### src/pkg/sec_pkg.sv
// constants of the serial eeprom controller
package sec_pkg;
  // timing
  localparam int CLK_PERIOD_NS  = 25;
  localparam int SCLK_HALF_NS   = 500;
  localparam int SCLK_HALF_CYC  = (SCLK_HALF_NS + CLK_PERIOD_NS - 1) / CLK_PERIOD_NS;
  localparam int TIMEOUT_MS     = 30;
  localparam int TIMEOUT_CYC    = (TIMEOUT_MS * 1000000) / CLK_PERIOD_NS;
  localparam int STRAP_WAIT_CYC = 3;

  // register byte offsets
  localparam logic [7:0] OFS_CMD    = 8'h00;
  localparam logic [7:0] OFS_DATA   = 8'h04;
  localparam logic [7:0] OFS_ADDR_L = 8'h08;
  localparam logic [7:0] OFS_ADDR_H = 8'h0C;
  localparam logic [7:0] OFS_HWCFG  = 8'h10;
  localparam logic [7:0] OFS_PINCFG = 8'h14;

  // command, hardware and pin register fields
  localparam int CMD_BUSY_BIT   = 31;
  localparam int CMD_CODE_LSB   = 28;
  localparam int CMD_TO_BIT     = 9;
  localparam int CMD_LOADED_BIT = 8;
  localparam int CMD_LOC_LSB    = 0;
  localparam int HWCFG_WIDTH_BIT = 2;
  localparam int PIN_DIS_BIT    = 0;
  localparam int PIN_MON_BIT    = 1;
  localparam int PIN_GPO_CLK_BIT = 2;
  localparam int PIN_GPO_DAT_BIT = 3;

  // reset values
  localparam logic [3:0]  PINCFG_RST = 4'h0;
  localparam logic [47:0] MAC_RST    = 48'h0000_0000_0000;

  // serial frame layout
  localparam logic [7:0] SIGNATURE   = 8'hA5;
  localparam logic [4:0] FRAME_SHORT = 5'h0A;
  localparam logic [4:0] FRAME_LONG  = 5'h12;
  localparam logic [1:0] OP_EXT      = 2'h0;
  localparam logic [1:0] OP_WRITE    = 2'h1;
  localparam logic [1:0] OP_READ     = 2'h2;
  localparam logic [1:0] OP_ERASE    = 2'h3;
  localparam logic [6:0] EXT_LOCK    = 7'h00;
  localparam logic [6:0] EXT_FILL    = 7'h20;
  localparam logic [6:0] EXT_BULK    = 7'h40;
  localparam logic [6:0] EXT_UNLOCK  = 7'h60;
  localparam logic [2:0] MAC_BYTES   = 3'h6;

  // command codes
  typedef enum logic [2:0] {
    SEC_READ   = 3'h0,
    SEC_LOCK   = 3'h1,
    SEC_UNLOCK = 3'h2,
    SEC_WRITE  = 3'h3,
    SEC_FILL   = 3'h4,
    SEC_ERASE  = 3'h5,
    SEC_BULK   = 3'h6,
    SEC_RELOAD = 3'h7
  } sec_cmd_t;
endpackage : sec_pkg

### src/core/sec_ctrl.sv
// serial eeprom controller: wishbone registers, address auto-load, host commands
//
// The implementer's own choices: the address map and the Wishbone register port.
`timescale 1ns/10ps
module sec_ctrl #(
  parameter int TIMEOUT_CYC = sec_pkg::TIMEOUT_CYC
) (
  // clock and reset
  input  wire logic        clock,
  input  wire logic        rst,
  input  wire logic        soft_reset,
  // wishbone slave
  input  wire logic        cyc_i,
  input  wire logic        stb_i,
  input  wire logic        we_i,
  input  wire logic [7:0]  adr_i,
  input  wire logic [31:0] dat_i,
  input  wire logic [3:0]  sel_i,
  output logic      [31:0] dat_o,
  output logic             ack_o,
  // eeprom pins
  output logic             serial_clock_pin_o,
  output logic             serial_clock_pin_oe,
  input  wire logic        serial_data_pin_i,
  output logic             serial_data_pin_o,
  output logic             serial_data_pin_oe,
  output logic             eeprom_select_o,
  // internal signals for the pin monitor
  input  wire logic        mii_mon_clk,
  input  wire logic        mii_mon_data,
  // to the mac
  output logic      [47:0] station_address,
  output logic             bus_width_32
);
  typedef enum logic [5:0] {
    ST_STRAP = 6'h01, ST_LOAD = 6'h02, ST_LOADW = 6'h04,
    ST_IDLE  = 6'h08, ST_RUN  = 6'h10, ST_RUNW  = 6'h20
  } sec_state_t;

  sec_state_t          st_q;
  sec_pkg::sec_cmd_t   code_q;
  logic                busy_q;
  logic                to_flag_q;
  logic                loaded_q;
  logic [6:0]          loc_q;
  logic [7:0]          data_q;
  logic [47:0]         mac_q;
  logic [3:0]          pincfg_q;
  logic                width_q;
  logic [1:0]          strap_cnt_q;
  logic [2:0]          idx_q;
  logic                ack_q;
  logic [31:0]         rdat_q;
  logic                wr_fire;
  logic [31:0]         cmd_rd;
  logic                din_s;
  // link request
  logic                lk_start_q;
  logic [4:0]          lk_bits_q;
  logic [4:0]          lk_drv_q;
  logic [17:0]         lk_word_q;
  logic                lk_poll_q;
  logic                lk_done;
  logic                lk_to;
  logic [7:0]          lk_rx;
  logic                lk_sclk;
  logic                lk_dout;
  logic                lk_doe;
  logic                lk_cs;

  // byte-lane merge of a bus write
  function automatic logic [31:0] merge(input logic [31:0] old, input logic [31:0] nw,
                                        input logic [3:0] sel);
    logic [31:0] r;
    r = old;
    for (int i = 0; i < 4; i++) begin
      if (sel[i]) begin
        r[8*i +: 8] = nw[8*i +: 8];
      end
    end
    return r;
  endfunction : merge

  // build a frame, start bit first, left aligned in 18 bits
  function automatic logic [17:0] frame(input logic [1:0] op, input logic [6:0] loc,
                                        input logic [7:0] dat);
    return {1'b1, op, loc, dat};
  endfunction : frame

  // the data pin is an outside input, synchronised before use
  sec_sync #(
    .W (1)
  ) u_din_sync (
    .clock (clock),
    .rst   (rst),
    .d     (serial_data_pin_i),
    .q     (din_s)
  );

  sec_link #(
    .TO_CYC (TIMEOUT_CYC)
  ) u_link (
    .clock   (clock),
    .rst     (rst),
    .start   (lk_start_q),
    .bits    (lk_bits_q),
    .drv     (lk_drv_q),
    .word    (lk_word_q),
    .poll    (lk_poll_q),
    .done    (lk_done),
    .timeout (lk_to),
    .rx      (lk_rx),
    .din     (din_s),
    .sclk    (lk_sclk),
    .dout    (lk_dout),
    .doe     (lk_doe),
    .cs      (lk_cs)
  );

  // wishbone: ack one cycle after the request, writes land on the ack edge
  assign wr_fire = cyc_i && stb_i && we_i && ack_q;
  assign ack_o   = ack_q;
  assign dat_o   = rdat_q;
  always_ff @(posedge clock or posedge rst) begin
    if (rst) begin
      ack_q <= 1'b0;
    end else begin
      ack_q <= cyc_i && stb_i && !ack_q;
    end
  end

  assign cmd_rd = {busy_q, 1'(code_q >> 2), 2'(code_q), 18'h00000,
                   to_flag_q, loaded_q, 1'b0, loc_q};

  // read mux, unmapped offsets read as zero
  always_ff @(posedge clock or posedge rst) begin
    if (rst) begin
      rdat_q <= 32'h00000000;
    end else if (cyc_i && stb_i && !we_i && !ack_q) begin
      case (adr_i)
        sec_pkg::OFS_CMD:    rdat_q <= cmd_rd;
        sec_pkg::OFS_DATA:   rdat_q <= {24'h000000, data_q};
        sec_pkg::OFS_ADDR_L: rdat_q <= mac_q[31:0];
        sec_pkg::OFS_ADDR_H: rdat_q <= {16'h0000, mac_q[47:32]};
        sec_pkg::OFS_HWCFG:  rdat_q <= 32'(width_q) << sec_pkg::HWCFG_WIDTH_BIT;
        sec_pkg::OFS_PINCFG: rdat_q <= {28'h0000000, pincfg_q};
        default:             rdat_q <= 32'h00000000;
      endcase
    end
  end

  // pin configuration register
  always_ff @(posedge clock or posedge rst) begin
    if (rst) begin
      pincfg_q <= sec_pkg::PINCFG_RST;
    end else if (wr_fire && adr_i == sec_pkg::OFS_PINCFG) begin
      pincfg_q <= 4'(merge({28'h0000000, pincfg_q}, dat_i, sel_i));
    end
  end

  // strap caught once the synchronised pin is valid
  always_ff @(posedge clock or posedge rst) begin
    if (rst) begin
      width_q     <= 1'b0;
      strap_cnt_q <= 2'h0;
    end else if (st_q == ST_STRAP) begin
      strap_cnt_q <= strap_cnt_q + 2'h1;
      if (strap_cnt_q == 2'(sec_pkg::STRAP_WAIT_CYC - 1)) begin
        width_q <= din_s;
      end
    end
  end
  assign bus_width_32 = width_q;

  // data register: a finished read beats a host write
  always_ff @(posedge clock or posedge rst) begin
    if (rst) begin
      data_q <= 8'h00;
    end else if (st_q == ST_RUNW && lk_done && code_q == sec_pkg::SEC_READ) begin
      data_q <= lk_rx;
    end else if (wr_fire && adr_i == sec_pkg::OFS_DATA && sel_i[0]) begin
      data_q <= dat_i[7:0];
    end
  end

  // station address: host writes, auto-load fills bytes
  always_ff @(posedge clock or posedge rst) begin
    if (rst) begin
      mac_q <= sec_pkg::MAC_RST;
    end else if (st_q == ST_LOADW && lk_done && idx_q != 3'h0) begin
      mac_q[8*(idx_q - 3'h1) +: 8] <= lk_rx;
    end else if (wr_fire && adr_i == sec_pkg::OFS_ADDR_L) begin
      mac_q[31:0] <= merge(mac_q[31:0], dat_i, sel_i);
    end else if (wr_fire && adr_i == sec_pkg::OFS_ADDR_H) begin
      mac_q[47:32] <= 16'(merge({16'h0000, mac_q[47:32]}, dat_i, sel_i));
    end
  end
  assign station_address = mac_q;

  // command fields are taken only while idle; a busy write is ignored
  always_ff @(posedge clock or posedge rst) begin
    if (rst) begin
      code_q <= sec_pkg::SEC_READ;
      loc_q  <= 7'h00;
    end else if (wr_fire && adr_i == sec_pkg::OFS_CMD && !busy_q && sel_i[3]) begin
      code_q <= sec_pkg::sec_cmd_t'(dat_i[sec_pkg::CMD_CODE_LSB +: 3]);
      if (sel_i[0]) begin
        loc_q <= dat_i[sec_pkg::CMD_LOC_LSB +: 7];
      end
    end
  end

  // timeout flag: set by the link, write one to clear; the set wins
  always_ff @(posedge clock or posedge rst) begin
    if (rst) begin
      to_flag_q <= 1'b0;
    end else if (lk_to) begin
      to_flag_q <= 1'b1;
    end else if (wr_fire && adr_i == sec_pkg::OFS_CMD && sel_i[1]
                 && dat_i[sec_pkg::CMD_TO_BIT]) begin
      to_flag_q <= 1'b0;
    end
  end

  // main sequencer: strap, auto-load, then host commands
  always_ff @(posedge clock or posedge rst) begin
    if (rst) begin
      st_q       <= ST_STRAP;
      busy_q     <= 1'b1;   // busy through the reset-time load
      loaded_q   <= 1'b0;
      idx_q      <= 3'h0;
      lk_start_q <= 1'b0;
      lk_bits_q  <= sec_pkg::FRAME_LONG;
      lk_drv_q   <= sec_pkg::FRAME_SHORT;
      lk_word_q  <= 18'h00000;
      lk_poll_q  <= 1'b0;
    end else begin
      lk_start_q <= 1'b0;
      if (soft_reset && (st_q == ST_IDLE)) begin
        st_q     <= ST_LOAD;
        busy_q   <= 1'b1;
        loaded_q <= 1'b0;
        idx_q    <= 3'h0;
      end else begin
        case (st_q)
          ST_STRAP: begin
            if (strap_cnt_q == 2'(sec_pkg::STRAP_WAIT_CYC - 1)) begin
              st_q <= ST_LOAD;
            end
          end
          ST_LOAD: begin
            // read location idx: signature, then address bytes
            lk_word_q  <= frame(sec_pkg::OP_READ, 7'(idx_q), 8'h00);
            lk_bits_q  <= sec_pkg::FRAME_LONG;
            lk_drv_q   <= sec_pkg::FRAME_SHORT;
            lk_poll_q  <= 1'b0;
            lk_start_q <= 1'b1;
            st_q       <= ST_LOADW;
          end
          ST_LOADW: begin
            if (lk_done) begin
              if (idx_q == 3'h0 && lk_rx != sec_pkg::SIGNATURE) begin
                busy_q <= 1'b0;
                st_q   <= ST_IDLE;
              end else if (idx_q == sec_pkg::MAC_BYTES) begin
                loaded_q <= 1'b1;
                busy_q   <= 1'b0;
                st_q     <= ST_IDLE;
              end else begin
                idx_q <= idx_q + 3'h1;
                st_q  <= ST_LOAD;
              end
            end
          end
          ST_IDLE: begin
            if (wr_fire && adr_i == sec_pkg::OFS_CMD && sel_i[3]
                && dat_i[sec_pkg::CMD_BUSY_BIT]) begin
              busy_q <= 1'b1;
              st_q   <= ST_RUN;
            end
          end
          ST_RUN: begin
            lk_start_q <= 1'b1;
            lk_bits_q  <= sec_pkg::FRAME_SHORT;
            lk_drv_q   <= sec_pkg::FRAME_SHORT;
            lk_poll_q  <= 1'b1;
            st_q       <= ST_RUNW;
            case (code_q)
              sec_pkg::SEC_READ: begin
                lk_word_q <= frame(sec_pkg::OP_READ, loc_q, 8'h00);
                lk_bits_q <= sec_pkg::FRAME_LONG;
                lk_poll_q <= 1'b0;
              end
              sec_pkg::SEC_WRITE: begin
                lk_word_q <= frame(sec_pkg::OP_WRITE, loc_q, data_q);
                lk_bits_q <= sec_pkg::FRAME_LONG;
                lk_drv_q  <= sec_pkg::FRAME_LONG;
              end
              sec_pkg::SEC_FILL: begin
                lk_word_q <= frame(sec_pkg::OP_EXT, sec_pkg::EXT_FILL, data_q);
                lk_bits_q <= sec_pkg::FRAME_LONG;
                lk_drv_q  <= sec_pkg::FRAME_LONG;
              end
              sec_pkg::SEC_ERASE: begin
                lk_word_q <= frame(sec_pkg::OP_ERASE, loc_q, 8'h00);
              end
              sec_pkg::SEC_BULK: begin
                lk_word_q <= frame(sec_pkg::OP_EXT, sec_pkg::EXT_BULK, 8'h00);
              end
              sec_pkg::SEC_LOCK: begin
                lk_word_q <= frame(sec_pkg::OP_EXT, sec_pkg::EXT_LOCK, 8'h00);
                lk_poll_q <= 1'b0;
              end
              sec_pkg::SEC_UNLOCK: begin
                lk_word_q <= frame(sec_pkg::OP_EXT, sec_pkg::EXT_UNLOCK, 8'h00);
                lk_poll_q <= 1'b0;
              end
              default: begin
                // reload: the load sequence issues its own reads
                lk_start_q <= 1'b0;
                loaded_q   <= 1'b0;
                idx_q      <= 3'h0;
                st_q       <= ST_LOAD;
              end
            endcase
          end
          ST_RUNW: begin
            if (lk_done) begin
              busy_q <= 1'b0;
              st_q   <= ST_IDLE;
            end
          end
          default: st_q <= ST_IDLE;
        endcase
      end
    end
  end

  // pin mux: disabled interface gives pins to outputs or monitors
  always_comb begin
    if (pincfg_q[sec_pkg::PIN_DIS_BIT]) begin
      serial_clock_pin_o  = pincfg_q[sec_pkg::PIN_MON_BIT] ? mii_mon_clk
                                                           : pincfg_q[sec_pkg::PIN_GPO_CLK_BIT];
      serial_data_pin_o   = pincfg_q[sec_pkg::PIN_MON_BIT] ? mii_mon_data
                                                           : pincfg_q[sec_pkg::PIN_GPO_DAT_BIT];
      serial_data_pin_oe  = 1'b1;
      eeprom_select_o     = 1'b0;
    end else begin
      serial_clock_pin_o  = lk_sclk;
      serial_data_pin_o   = lk_dout;
      serial_data_pin_oe  = lk_doe;
      eeprom_select_o     = lk_cs;
    end
    serial_clock_pin_oe = 1'b1;
  end
endmodule : sec_ctrl

### src/core/sec_link.sv
// serial frame engine: one frame out, then program poll
`timescale 1ns/10ps
module sec_link #(
  parameter int TO_CYC = sec_pkg::TIMEOUT_CYC
) (
  // clock and reset
  input  wire logic        clock,
  input  wire logic        rst,
  // request from the controller
  input  wire logic        start,
  input  wire logic [4:0]  bits,
  input  wire logic [4:0]  drv,
  input  wire logic [17:0] word,
  input  wire logic        poll,
  // answer
  output logic             done,
  output logic             timeout,
  output logic      [7:0]  rx,
  // pins (din already synchronised)
  input  wire logic        din,
  output logic             sclk,
  output logic             dout,
  output logic             doe,
  output logic             cs
);
  typedef enum logic [4:0] {
    L_IDLE = 5'h01, L_LOW = 5'h02, L_HIGH = 5'h04, L_GAP = 5'h08, L_POLL = 5'h10
  } sec_lstate_t;

  sec_lstate_t st_q;
  logic [5:0]  div_q;
  logic        tick;
  logic [4:0]  n_q;
  logic [17:0] sh_q;
  logic [20:0] to_q;

  // half-period divider, runs only during a frame
  assign tick = (div_q == 6'(sec_pkg::SCLK_HALF_CYC - 1));
  always_ff @(posedge clock or posedge rst) begin
    if (rst) begin
      div_q <= 6'h00;
    end else if (st_q == L_IDLE || st_q == L_POLL || tick) begin
      div_q <= 6'h00;
    end else begin
      div_q <= div_q + 6'h01;
    end
  end

  // frame sequencer: data moves with clock low
  always_ff @(posedge clock or posedge rst) begin
    if (rst) begin
      st_q    <= L_IDLE;
      n_q     <= 5'h00;
      sh_q    <= 18'h00000;
      to_q    <= 21'h000000;
      rx      <= 8'h00;
      sclk    <= 1'b0;
      dout    <= 1'b0;
      doe     <= 1'b0;
      cs      <= 1'b0;
      done    <= 1'b0;
      timeout <= 1'b0;
    end else begin
      done    <= 1'b0;
      timeout <= 1'b0;
      case (st_q)
        L_IDLE: begin
          if (start) begin
            cs   <= 1'b1;
            sh_q <= word;
            dout <= word[17];
            doe  <= (drv != 5'h00);
            n_q  <= 5'h00;
            st_q <= L_LOW;
          end
        end
        L_LOW: begin
          if (tick) begin
            sclk <= 1'b1;
            rx   <= {rx[6:0], din};   // last eight samples form the read byte
            st_q <= L_HIGH;
          end
        end
        L_HIGH: begin
          if (tick) begin
            sclk <= 1'b0;
            n_q  <= n_q + 5'h01;
            if (n_q + 5'h01 == bits) begin
              cs   <= 1'b0;
              doe  <= 1'b0;
              st_q <= L_GAP;
            end else begin
              sh_q <= {sh_q[16:0], 1'b0};
              dout <= sh_q[16];
              doe  <= (n_q + 5'h01 < drv);
              st_q <= L_LOW;
            end
          end
        end
        L_GAP: begin
          if (tick) begin
            if (poll) begin
              cs   <= 1'b1;
              to_q <= 21'h000000;
              st_q <= L_POLL;
            end else begin
              done <= 1'b1;
              st_q <= L_IDLE;
            end
          end
        end
        L_POLL: begin
          to_q <= to_q + 21'h000001;
          if (din) begin
            cs   <= 1'b0;
            done <= 1'b1;
            st_q <= L_IDLE;
          end else if (to_q == 21'(TO_CYC - 1)) begin
            cs      <= 1'b0;   // abandon a silent part
            timeout <= 1'b1;
            done    <= 1'b1;
            st_q    <= L_IDLE;
          end
        end
        default: st_q <= L_IDLE;
      endcase
    end
  end
endmodule : sec_link

### src/core/sec_sync.sv
// two flip-flop synchroniser for pin inputs
`timescale 1ns/10ps
module sec_sync #(
  parameter int W = 1
) (
  // clock and reset
  input  wire logic         clock,
  input  wire logic         rst,
  // data
  input  wire logic [W-1:0] d,
  output logic      [W-1:0] q
);
  logic [W-1:0] meta_q;

  // first stage feeds only the second stage
  always_ff @(posedge clock or posedge rst) begin
    if (rst) begin
      meta_q <= '0;
      q      <= '0;
    end else begin
      meta_q <= d;
      q      <= meta_q;
    end
  end
endmodule : sec_sync

### config.mk
export PLATFORM = sky130hd
export DESIGN_NAME = sec_ctrl
export DESIGN_NICKNAME = d
export VERILOG_FILES = /design/src/pkg/sec_pkg.sv /design/src/core/sec_ctrl.sv /design/src/core/sec_link.sv /design/src/core/sec_sync.sv
export SDC_FILE = /design/constraint.sdc
export NUM_CORES = 1
export LEC_CHECK = 0
export BUFFER_PORTS_ARGS = -buffer_cell sky130_fd_sc_hd__buf_2
export CORE_MARGIN = 4
export CORE_UTILIZATION = 60
export CTS_BUF_LIST = sky130_fd_sc_hd__clkbuf_2 sky130_fd_sc_hd__clkbuf_4 sky130_fd_sc_hd__clkbuf_8
export DETAILED_ROUTE_END_ITERATION = 10
export HOLD_SLACK_MARGIN = 0.05
export PLACE_DENSITY_LB_ADDON = 0.05
export SLEW_MARGIN = 5
export SYNTH_ARGS = -nofsm -noshare
export SYNTH_HDL_FRONTEND = slang
export SYNTH_SLANG_ARGS = --single-unit
### constraint.sdc
create_clock -name clock -period 9.9 [get_ports clock]
set_clock_uncertainty 0.1 [all_clocks]
set_input_delay 2.475 -clock clock [delete_from_list [all_inputs] [get_ports clock]]
set_output_delay 2.475 -clock clock [all_outputs]
set_load 0.01 [all_outputs]
==> flow_summary.ini, run 1 <==
[cts]
cts.sinks = 212
cts-root-buf = clkbuf_8
htreeDepth = 2
numCtsBuffers = 37
clk_latency_ps = 530
clkTransAtPathRegs_ps = 60
clock_path_buffers = 3
holdBufCountCts = 0
cts_tree = yes
cts.repair.resized = 0
post_cts_buffers = 0

[worst_setup_path]
end_kind = output port
rrSetupSlack_ps = 5830
crit_family = buffers and inverters
crit_cells = 4
cp_max_fo = 1
worstSetupPathType = input pin to output port
r2r-end = station_address[5]$_DFFE_PP0P_
cp_cell_sequence = buf_2, mux2i_1, a21oi_1, buf_2
critical_path_buf_inv_count = 2
crit_top_cell = buf_2
crit_required_ps = 7330
reg2reg_depth = 11
worst_setup_path_start_kind = input pin
slowest_stage = buf_2
cp.arrival_ps = 2920
r2r_start = idx_q[0]$_DFFE_PP0P_
cpPeakStageDelay_ps = 150

[logic_synthesis]
synth-edff-count = 0
synth_cells = 1075
ys_warn_count = 0
ys_seq_area_share_pct = 48.30
netlist_area_um2 = 11000
syn_avg_cell_area_um2 = 10.23
synthFlopType = dfrtp_1
async_flop_share_pct = 100.0
syn_nets = 1151
ys_seq_elements = 212
yosysUniqueCellTypes = 88

[place]
place_area_um2 = 11770
dp.final_hpwl_um = 20590
place.gp.congestion = 0.9502
pre_cts_ws_ps = 4410
port_buffers = 138

[hold_path]
min_path_cells = 0
min_path_type = flip-flop to flip-flop
hold_path.startpoint = u_din_sync.meta_q$_DFF_PP0_
whs_endpoint = u_din_sync.q$_DFF_PP0_

[cells_and_area]
layout_commonest_cell = dfrtp_1
utilization_pct = 69.73
diodes = 0
layout.nets = 1274
area_growth_pct = 13.92
stdcell_area_um2 = 12530
layout_common_cells = 207 x dfrtp_1, 138 x buf_2, 112 x nand2_1, 92 x o21ai_0, 62 x nor2_1
final_layout_size_suffix_gt1_share_pct = 22.71

[timing]
finalSetupViolCount = 0
fin_ws_ps = 4404
final_max_slew_viol_count = 0
final_hold_viol_count = 0
fmaxAchievable_mhz = 182.0
worst-slew-pin-transition_ps = 1181
rsz0062_at_grt = false
min_period_ps = 5496
tns_ps = 0
worst_slew_margin_rel_pct = 20.81
period_share_pct = 55.51

[global_routing]
grt_pass1_wl_um = 46510
overflow = 0
grtUsageTotal_pct = 28.33
grt_start_max_net_pins = 132
antenna_found_initial = 0
grt_pass1_vias = 8694

[pwr]
swShare_pct = 28.55
switching_power_mw = 0.6307
power_mw = 2.209
leakagePower_nw = 6.076
p_per_area_nw_per_um2 = 176.4
power_frac_clock_pct = 37.0
power_frac_comb_pct = 16.7
p_int_mw = 1.578
power_frac_seq_pct = 46.3
ir_worst_vdd_mv = 0.1541

[detailed_routing]
drt_first_pass_iters = 7
viasPerCell = 6.337
drcViolationCount = 0
dr_total_vias = 9207
wl_per_cell_um = 20.35
drt_iter0_markers = 631
antenna_left = 0
routed_wl_um = 29570

[floorplanning]
num_rows = 49
core-area_um2 = 17960
die-width_um = 143.4
die_area_um2 = 20560
start_util_pct = 61.21
io_pins = 140
die_height_um = 143.4

[run]
drv_cap = 0

[status]
status = complete, no violations
-- Yosys cell counts, drive strengths merged, types with 26 or more instances --
cell      n  share of area [%]
a21oi    37                1.8
a22o     35                2.8
buf      31                1.5
clkbuf   32                1.1
dfrtp   207                 47
inv      27               0.92
mux2     29                3.2
mux2i    26                2.4
nand2   113                4.0
nand3    37                1.7
nor2     64                2.2
nor3     28                1.4
o21ai    95                4.3
-- layout make-up --
cell class,instances,area [um^2]
fillers,1438,5438
clock buffers,61,733.2
flip-flops and latches,212,5311
clock inverters,4,22.52
well taps,229,286.5
inverters,27,108.9
repair buffers,147,758.2
multi-input cells,773,5305
-- stage by stage --
| step | std cells | hold WS (ps) |
|---|---|---|
| 5_1_grt | 1453 | 267.5 |
| 4_1_cts | 1453 | 265.0 |
| 3_5_place_dp | 1388 | 256.4 |
| 6_report | 1453 | 265.0 |
| 3_3_place_gp | 1388 | 257.5 |
| 2_1_floorplan | 1075 | 231.2 |
-- routing by layer --
metal	vias to the layer above	share of wire (%)	global-route usage, %
met5	-	0	0
met4	0	3.8	11.05
met3	80	6.8	4.659
met2	363	46	42.43
met1	4534	43	41.65
li1	4230	-	-
-- state kept, by name, indices dropped and copies added (netlist names), 2 cells and up --
signal,count
u_link.rx,8
u_link.sh_q,17
loc_q,7
lk_drv_q,2
lk_bits_q,2
u_link.div_q,6
u_link.to_q,21
station_address,48
lk_word_q,18
u_link.n_q,5
idx_q,3
dat_o,32
data_q,8
strap_cnt_q,2
code_q,3
st_q,6
pincfg_q,4
u_link.st_q,5
-- kinds of logic after synthesis --
logic type	Yosys count	share of synthesized area (%)
multiplexers	58	6.224
XOR/XNOR	22	2.014
buffers and inverters	90	3.505
AO/OA/AOI/OAI	308	19.56
flip-flops	212	48.30
AND/OR/NAND/NOR	361	17.74
adder cells (fa/ha/maj)	23	2.617
other	1	0.03410
-- how the worst max path moves through the flow --
stage	slack [ps]	from	to
6_report	4400	mii_mon_clk	serial_clock_pin_o
5_1_grt	4340	mii_mon_clk	serial_clock_pin_o
4_1_cts	4400	mii_mon_clk	serial_clock_pin_o
3_5_place_dp	4410	mii_mon_data	serial_data_pin_o
3_3_place_gp	4410	mii_mon_data	serial_data_pin_o
2_1_floorplan	1540	rst	ack_o$_DFF_PP0_
-- power groups by stage --
| stage | logic [mW] | registers [mW] | clock network, mW |
|---|---|---|---|
| after detailed placement | 0.368 | 1.03 | 0 |
| after CTS | 0.369 | 1.02 | 0.830 |
| after global routing | 0.414 | 1.03 | 0.869 |
| after global placement | 0.359 | 1.03 | 0 |
| after floorplan | 0.297 | 1.00 | 0 |
| final | 0.368 | 1.02 | 0.818 |
(Power assumes the default switching activity.)
==> inputs of run 2 (changes only) <==
--- a/config.mk
+++ b/config.mk
@@ -5,9 +5,10 @@
 export SDC_FILE = /design/constraint.sdc
 export NUM_CORES = 1
 export LEC_CHECK = 0
+export ABC_AREA = 1
 export BUFFER_PORTS_ARGS = -buffer_cell sky130_fd_sc_hd__buf_2
 export CORE_MARGIN = 4
-export CORE_UTILIZATION = 60
+export CORE_UTILIZATION = 61
 export CTS_BUF_LIST = sky130_fd_sc_hd__clkbuf_2 sky130_fd_sc_hd__clkbuf_4 sky130_fd_sc_hd__clkbuf_8
 export DETAILED_ROUTE_END_ITERATION = 10
 export HOLD_SLACK_MARGIN = 0.05
==> constraint.sdc (replaced) <==
create_clock -name clock -period 5.2 [get_ports clock]
set_clock_uncertainty 0.1 [all_clocks]
set_input_delay 1.3 -clock clock [delete_from_list [all_inputs] [get_ports clock]]
set_output_delay 1.3 -clock clock [all_outputs]
set_load 0.01 [all_outputs]
==> flow_summary.ini, run 2 <==
[timing]
fmaxAchievable_mhz = 244.0
min_period_ps = 4099
worst-slew-pin-transition_ps = 1201
tns_ps = 0
period_share_pct = 78.83
worst_slew_margin_rel_pct = 19.83
final_hold_viol_count = 0
fin_ws_ps = 1101
finalSetupViolCount = 0
final_max_slew_viol_count = 0
holdWs_ps = 245.3
rsz0062_at_grt = false

[cts]
holdBufCountCts = 0
cts.repair.resized = 0
cts.sinks = 212
htreeDepth = 2
cts-root-buf = clkbuf_8
numCtsBuffers = 39
cts_tree = yes
clk_latency_ps = 560
clkTransAtPathRegs_ps = 60
clock_path_buffers = 3
post_cts_buffers = 0

[place]
dp.final_hpwl_um = 23840
post-place-cells = 1925
port_buffers = 138
place_area_um2 = 12830
place.gp.congestion = 0.9241
pre_cts_ws_ps = 1220

[worst_setup_path]
r2r_start = idx_q[0]$_DFFE_PP0P_
worstSetupPathType = flip-flop to flip-flop
cp.arrival_ps = 4490
r2r-end = station_address[30]$_DFFE_PP0P_
worst_setup_path_start_kind = flip-flop
rrSetupSlack_ps = 1100
cp_max_fo = 16
reg2reg_depth = 13
crit_required_ps = 5590
end_kind = flip-flop

[global_routing]
antenna_found_initial = 0
grtUsageTotal_pct = 30.47
grt_pass1_vias = 10390
overflow = 0
grt_pass1_wl_um = 54210
grt_start_max_net_pins = 119

[logic_synthesis]
synth_top_family_by_area = simple AND/OR/NAND/NOR gates
synthFlopType = dfrtp_1
synth-edff-count = 0
synthXorXnorAreaFrac_pct = 0.6571
synth_cells = 1558
syn_avg_cell_area_um2 = 7.699
syn_nets = 1634
yosys.area_share.simple_pct = 36.49
synth_top_cell_area_share_pct = 43.18
synth_most_common_cell = nand2_1
synthTopCellsByArea = dfrtp_1 43%, nand2_1 17%, nand3_1 6.8%
ys_seq_elements = 212
yosysUniqueCellTypes = 53
ys_warn_count = 0
synthTopCellsByCount = 535 x nand2_1, 207 x dfrtp_1, 162 x nand3_1
synth.area.mux_share_pct = 0
yosys.area.top_type = dfrtp_1
ys_seq_area_share_pct = 44.28
synth_adder_area_share_pct = 2.399
async_flop_share_pct = 100.0
netlist_area_um2 = 12000
synth_compound_area_share_pct = 8.929

[hold_path]
hold_path.startpoint = u_din_sync.meta_q$_DFF_PP0_
min_path_type = flip-flop to flip-flop
min_path_cells = 0
whs_endpoint = u_din_sync.q$_DFF_PP0_

[floorplanning]
num_rows = 51
io_pins = 140
die_height_um = 148.2
start_util_pct = 61.84
core-area_um2 = 19400
die_area_um2 = 21970
die-width_um = 148.2

[cells_and_area]
multiInputGateArea_um2 = 5823
diodes = 0
final_layout_size_suffix_gt1_share_pct = 19.51
fill_cells = 1681
layout_common_cells = 535 x nand2_1, 207 x dfrtp_1, 162 x nand3_1, 141 x inv_1, 138 x buf_2
final_cells = 1992
layout_commonest_cell = nand2_1
layout.nets = 1777
stdcell_area_um2 = 13670
area_growth_pct = 13.97
utilization_pct = 70.47
largest_reg_flops = 48
register_area_um2 = 5311

[detailed_routing]
routed_wl_um = 32820
viasPerCell = 5.494
dr_total_vias = 10950
antenna_left = 0
wl_per_cell_um = 16.48
drcViolationCount = 0
drt_first_pass_iters = 5
drt_iter0_markers = 907

[pwr]
ir_worst_vdd_mv = 0.2449
p_per_area_nw_per_um2 = 361.4
power_mw = 4.940
leakagePower_nw = 6.911

[run]
drv_cap = 0

[status]
status = complete, no violations
==> run 2: final cells by class <==
type | instances | area share [%]
Tap cell | 265 | 2.425
Multi-Input combinational cell | 1144 | 42.60
Clock buffer | 59 | 5.574
Sequential cell | 212 | 38.85
Inverter | 158 | 4.411
Timing Repair Buffer | 146 | 5.583
Clock inverter | 8 | 0.5583
==> run 2: worst max-delay path, stage by stage, from the launching register on <==
cell and delay (ps):
dfrtp_1 690, inv_1 360, ha_1 740, nand2_1 230
nor2_1 240, inv_1 70, ha_1 410, inv_1 170
nand3_1 140, nor3_4 420, nand2_4 150, nand2_4 170
nand2_1 80, nand2_1 70
==> run 2: logic make-up after synthesis <==
| family | Yosys count |
|---|---|
| AOI/OAI and AO/OA | 181 |
| xor gates and xnor gates | 9 |
| adders and majority gates | 23 |
| buffers and inverters | 202 |
| DFF | 212 |
| other | 1 |
| and+or+nand+nor | 930 |
==> run 2: where the power goes <==
group / switching [mW] / internal (mW)
registers: 0.104 / 1.78
clock network: 0.715 / 0.986
logic: 0.961 / 0.392
total: 1.78 / 3.16
==> run 2: how the worst max path moves through the flow <==
stage	slack, ps	cells past startpoint	to	from
floorplan	1050	1	ack_o$_DFF_PP0_	rst
global placement	1380	13	station_address[26]$_DFFE_PP0P_	idx_q[0]$_DFFE_PP0P_
detailed placement	1220	13	station_address[30]$_DFFE_PP0P_	idx_q[0]$_DFFE_PP0P_
CTS	1160	13	station_address[30]$_DFFE_PP0P_	idx_q[0]$_DFFE_PP0P_
global route	790	13	station_address[30]$_DFFE_PP0P_	idx_q[0]$_DFFE_PP0P_
finish	1100	13	station_address[30]$_DFFE_PP0P_	idx_q[0]$_DFFE_PP0P_
==> run 2: per-layer routing <==
metal  global-route usage (%)  routed length (um)
met4                    9.654                 809
met5                        0                   0
met1                    45.10               14720
met2                    46.88               15210
met3                    4.418                2081
==> inputs of run 3 (changes only) <==
==> constraint.sdc (replaced) <==
create_clock -name clock -period 4.29 [get_ports clock]
set_clock_uncertainty 0.1 [all_clocks]
set_input_delay 1.0725 -clock clock [delete_from_list [all_inputs] [get_ports clock]]
set_output_delay 1.0725 -clock clock [all_outputs]
set_load 0.01 [all_outputs]
==> flow_summary.ini, run 3 (synthesis results as in run 2) <==
[status]
status = complete, no violations

[hold_path]
min_path_cells = 0
hold_path.startpoint = u_din_sync.meta_q$_DFF_PP0_
min_path_type = flip-flop to flip-flop
whs_endpoint = u_din_sync.q$_DFF_PP0_

[detailed_routing]
drt_first_pass_iters = 6
dr_total_vias = 10970
drt_iter0_markers = 914
drcViolationCount = 0
viasPerCell = 5.511
wl_per_cell_um = 16.26
antenna_left = 0
routed_wl_um = 32380

[place]
port_buffers = 138
dp.final_hpwl_um = 23380
place.gp.congestion = 0.9233

[worst_setup_path]
cp.arrival_ps = 4040
r2r_start = idx_q[0]$_DFFE_PP0P_
critical_path_buf_inv_count = 3
rrSetupSlack_ps = 610
r2r-end = station_address[1]$_DFFE_PP0P_
crit_required_ps = 4640
cp_cell_sequence = inv_1, ha_1, inv_1, nand2_1, nand3_2, nor2_1, ha_1, clkinv_2, nor2_4, nand3_4, nor2_8, nor2_1, nor2_4, nand2_1, nand2_1
worst_setup_path_start_kind = flip-flop
cp_max_fo = 18
crit_family = simple AND/OR/NAND/NOR gates
slowest_stage = dfrtp_1
crit_top_cell = nand2_1
end_kind = flip-flop
worstSetupPathType = flip-flop to flip-flop
cpPeakStageDelay_ps = 680
reg2reg_depth = 15

[cts]
clkTransAtPathRegs_ps = 50
cts_tree = yes
cts.sinks = 212
clk_latency_ps = 520
htreeDepth = 2
cts-root-buf = clkbuf_8
numCtsBuffers = 38
clock_path_buffers = 3
holdBufCountCts = 0
cts.repair.resized = 0
post_cts_buffers = 0

[cells_and_area]
final_layout_size_suffix_gt1_share_pct = 19.47
fill_cells = 1689
layout_common_cells = 535 x nand2_1, 207 x dfrtp_1, 162 x nand3_1, 141 x inv_1, 138 x buf_2
diodes = 0
layout.nets = 1777
area_growth_pct = 13.40
largest_reg_flops = 48
layout_commonest_cell = nand2_1
register_area_um2 = 5311
multiInputGateArea_um2 = 5823

[global_routing]
use_met3_pct = 5.119
grtUsageTotal_pct = 29.51
grt_pass1_wl_um = 52780
busiest_layer = met2
grt_start_max_net_pins = 136
overflow = 0
gr-usage-met2_pct = 45.12
grt_pass1_vias = 10260
antenna_found_initial = 0
grtUsageMet1_pct = 43.35

[timing]
rsz0062_at_grt = false
finalSetupViolCount = 0
final_max_slew_viol_count = 0
min_period_ps = 3683
worst_slew_margin_rel_pct = 32.99
worst-slew-pin-transition_ps = 1005
period_share_pct = 85.85
holdWs_ps = 245.0
fmaxAchievable_mhz = 271.5
final_hold_viol_count = 0
tns_ps = 0

[run]
drv_cap = 0

[floorplanning]
die-width_um = 148.2
core-area_um2 = 19400
die_height_um = 148.2
start_util_pct = 61.84
io_pins = 140
die_area_um2 = 21970
num_rows = 51

[pwr]
p_per_area_nw_per_um2 = 429.7
ir_worst_vdd_mv = 0.2590
leakagePower_nw = 6.888
-- run 3: cell types whose count changed in the layout (fill, tap and decap cells not counted), sizes merged --
cell	before	now
buf	146	147
bufinv	1	0
clkbuf	59	58
clkinv	6	8
clkinvlp	4	3
inv	155	154
-- run 3: cell type report --
cell class,count,area share (%)
Tap cell,265,2.437
Clock inverter,7,0.2943
Timing Repair Buffer,147,5.666
Clock buffer,58,5.316
Multi-Input combinational cell,1144,42.81
Sequential cell,212,39.05
Inverter,158,4.433
-- run 3: how the worst max path moves through the flow --
| stage | cells past startpoint | end | startpoint |
|---|---|---|---|
| after floorplan | 1 | ack_o$_DFF_PP0_ | rst |
| final | 15 | station_address[1]$_DFFE_PP0P_ | idx_q[0]$_DFFE_PP0P_ |
| after detailed placement | 15 | station_address[5]$_DFFE_PP0P_ | idx_q[0]$_DFFE_PP0P_ |
| after CTS | 15 | station_address[4]$_DFFE_PP0P_ | idx_q[0]$_DFFE_PP0P_ |
| after global routing | 18 | station_address[39]$_DFFE_PP0P_ | idx_q[0]$_DFFE_PP0P_ |
| after global placement | 15 | station_address[1]$_DFFE_PP0P_ | idx_q[0]$_DFFE_PP0P_ |
-- run 3: per-layer routing --
| metal | up-vias | wire [um] |
|---|---|---|
| li1 | 5333 | - |
| met1 | 5168 | 14590 |
| met2 | 398 | 14660 |
| met3 | 73 | 2240 |
| met4 | 0 | 881 |
| met5 | - | 0 |
-- run 3: stage by stage --
stage	std cells	util (%)	total power, mW	area [um^2]	worst slack, ps
4_1_cts	1991	70.12	5.861	13600	650.0
2_1_floorplan	1558	-	3.623	12000	365.4
6_report	1991	70.12	5.845	13600	607.1
5_1_grt	1991	70.12	6.197	13600	301.4
3_5_place_dp	1926	66.19	3.954	12840	667.3
3_3_place_gp	1926	66.19	3.909	12840	836.6
-- run 3: power by group --
| part | total (mW) | switching (mW) | internal [mW] |
|---|---|---|---|
| logic | 1.65 | 1.17 | 0.484 |
| clock network | 1.90 | 0.830 | 1.07 |
| registers | 2.29 | 0.128 | 2.16 |
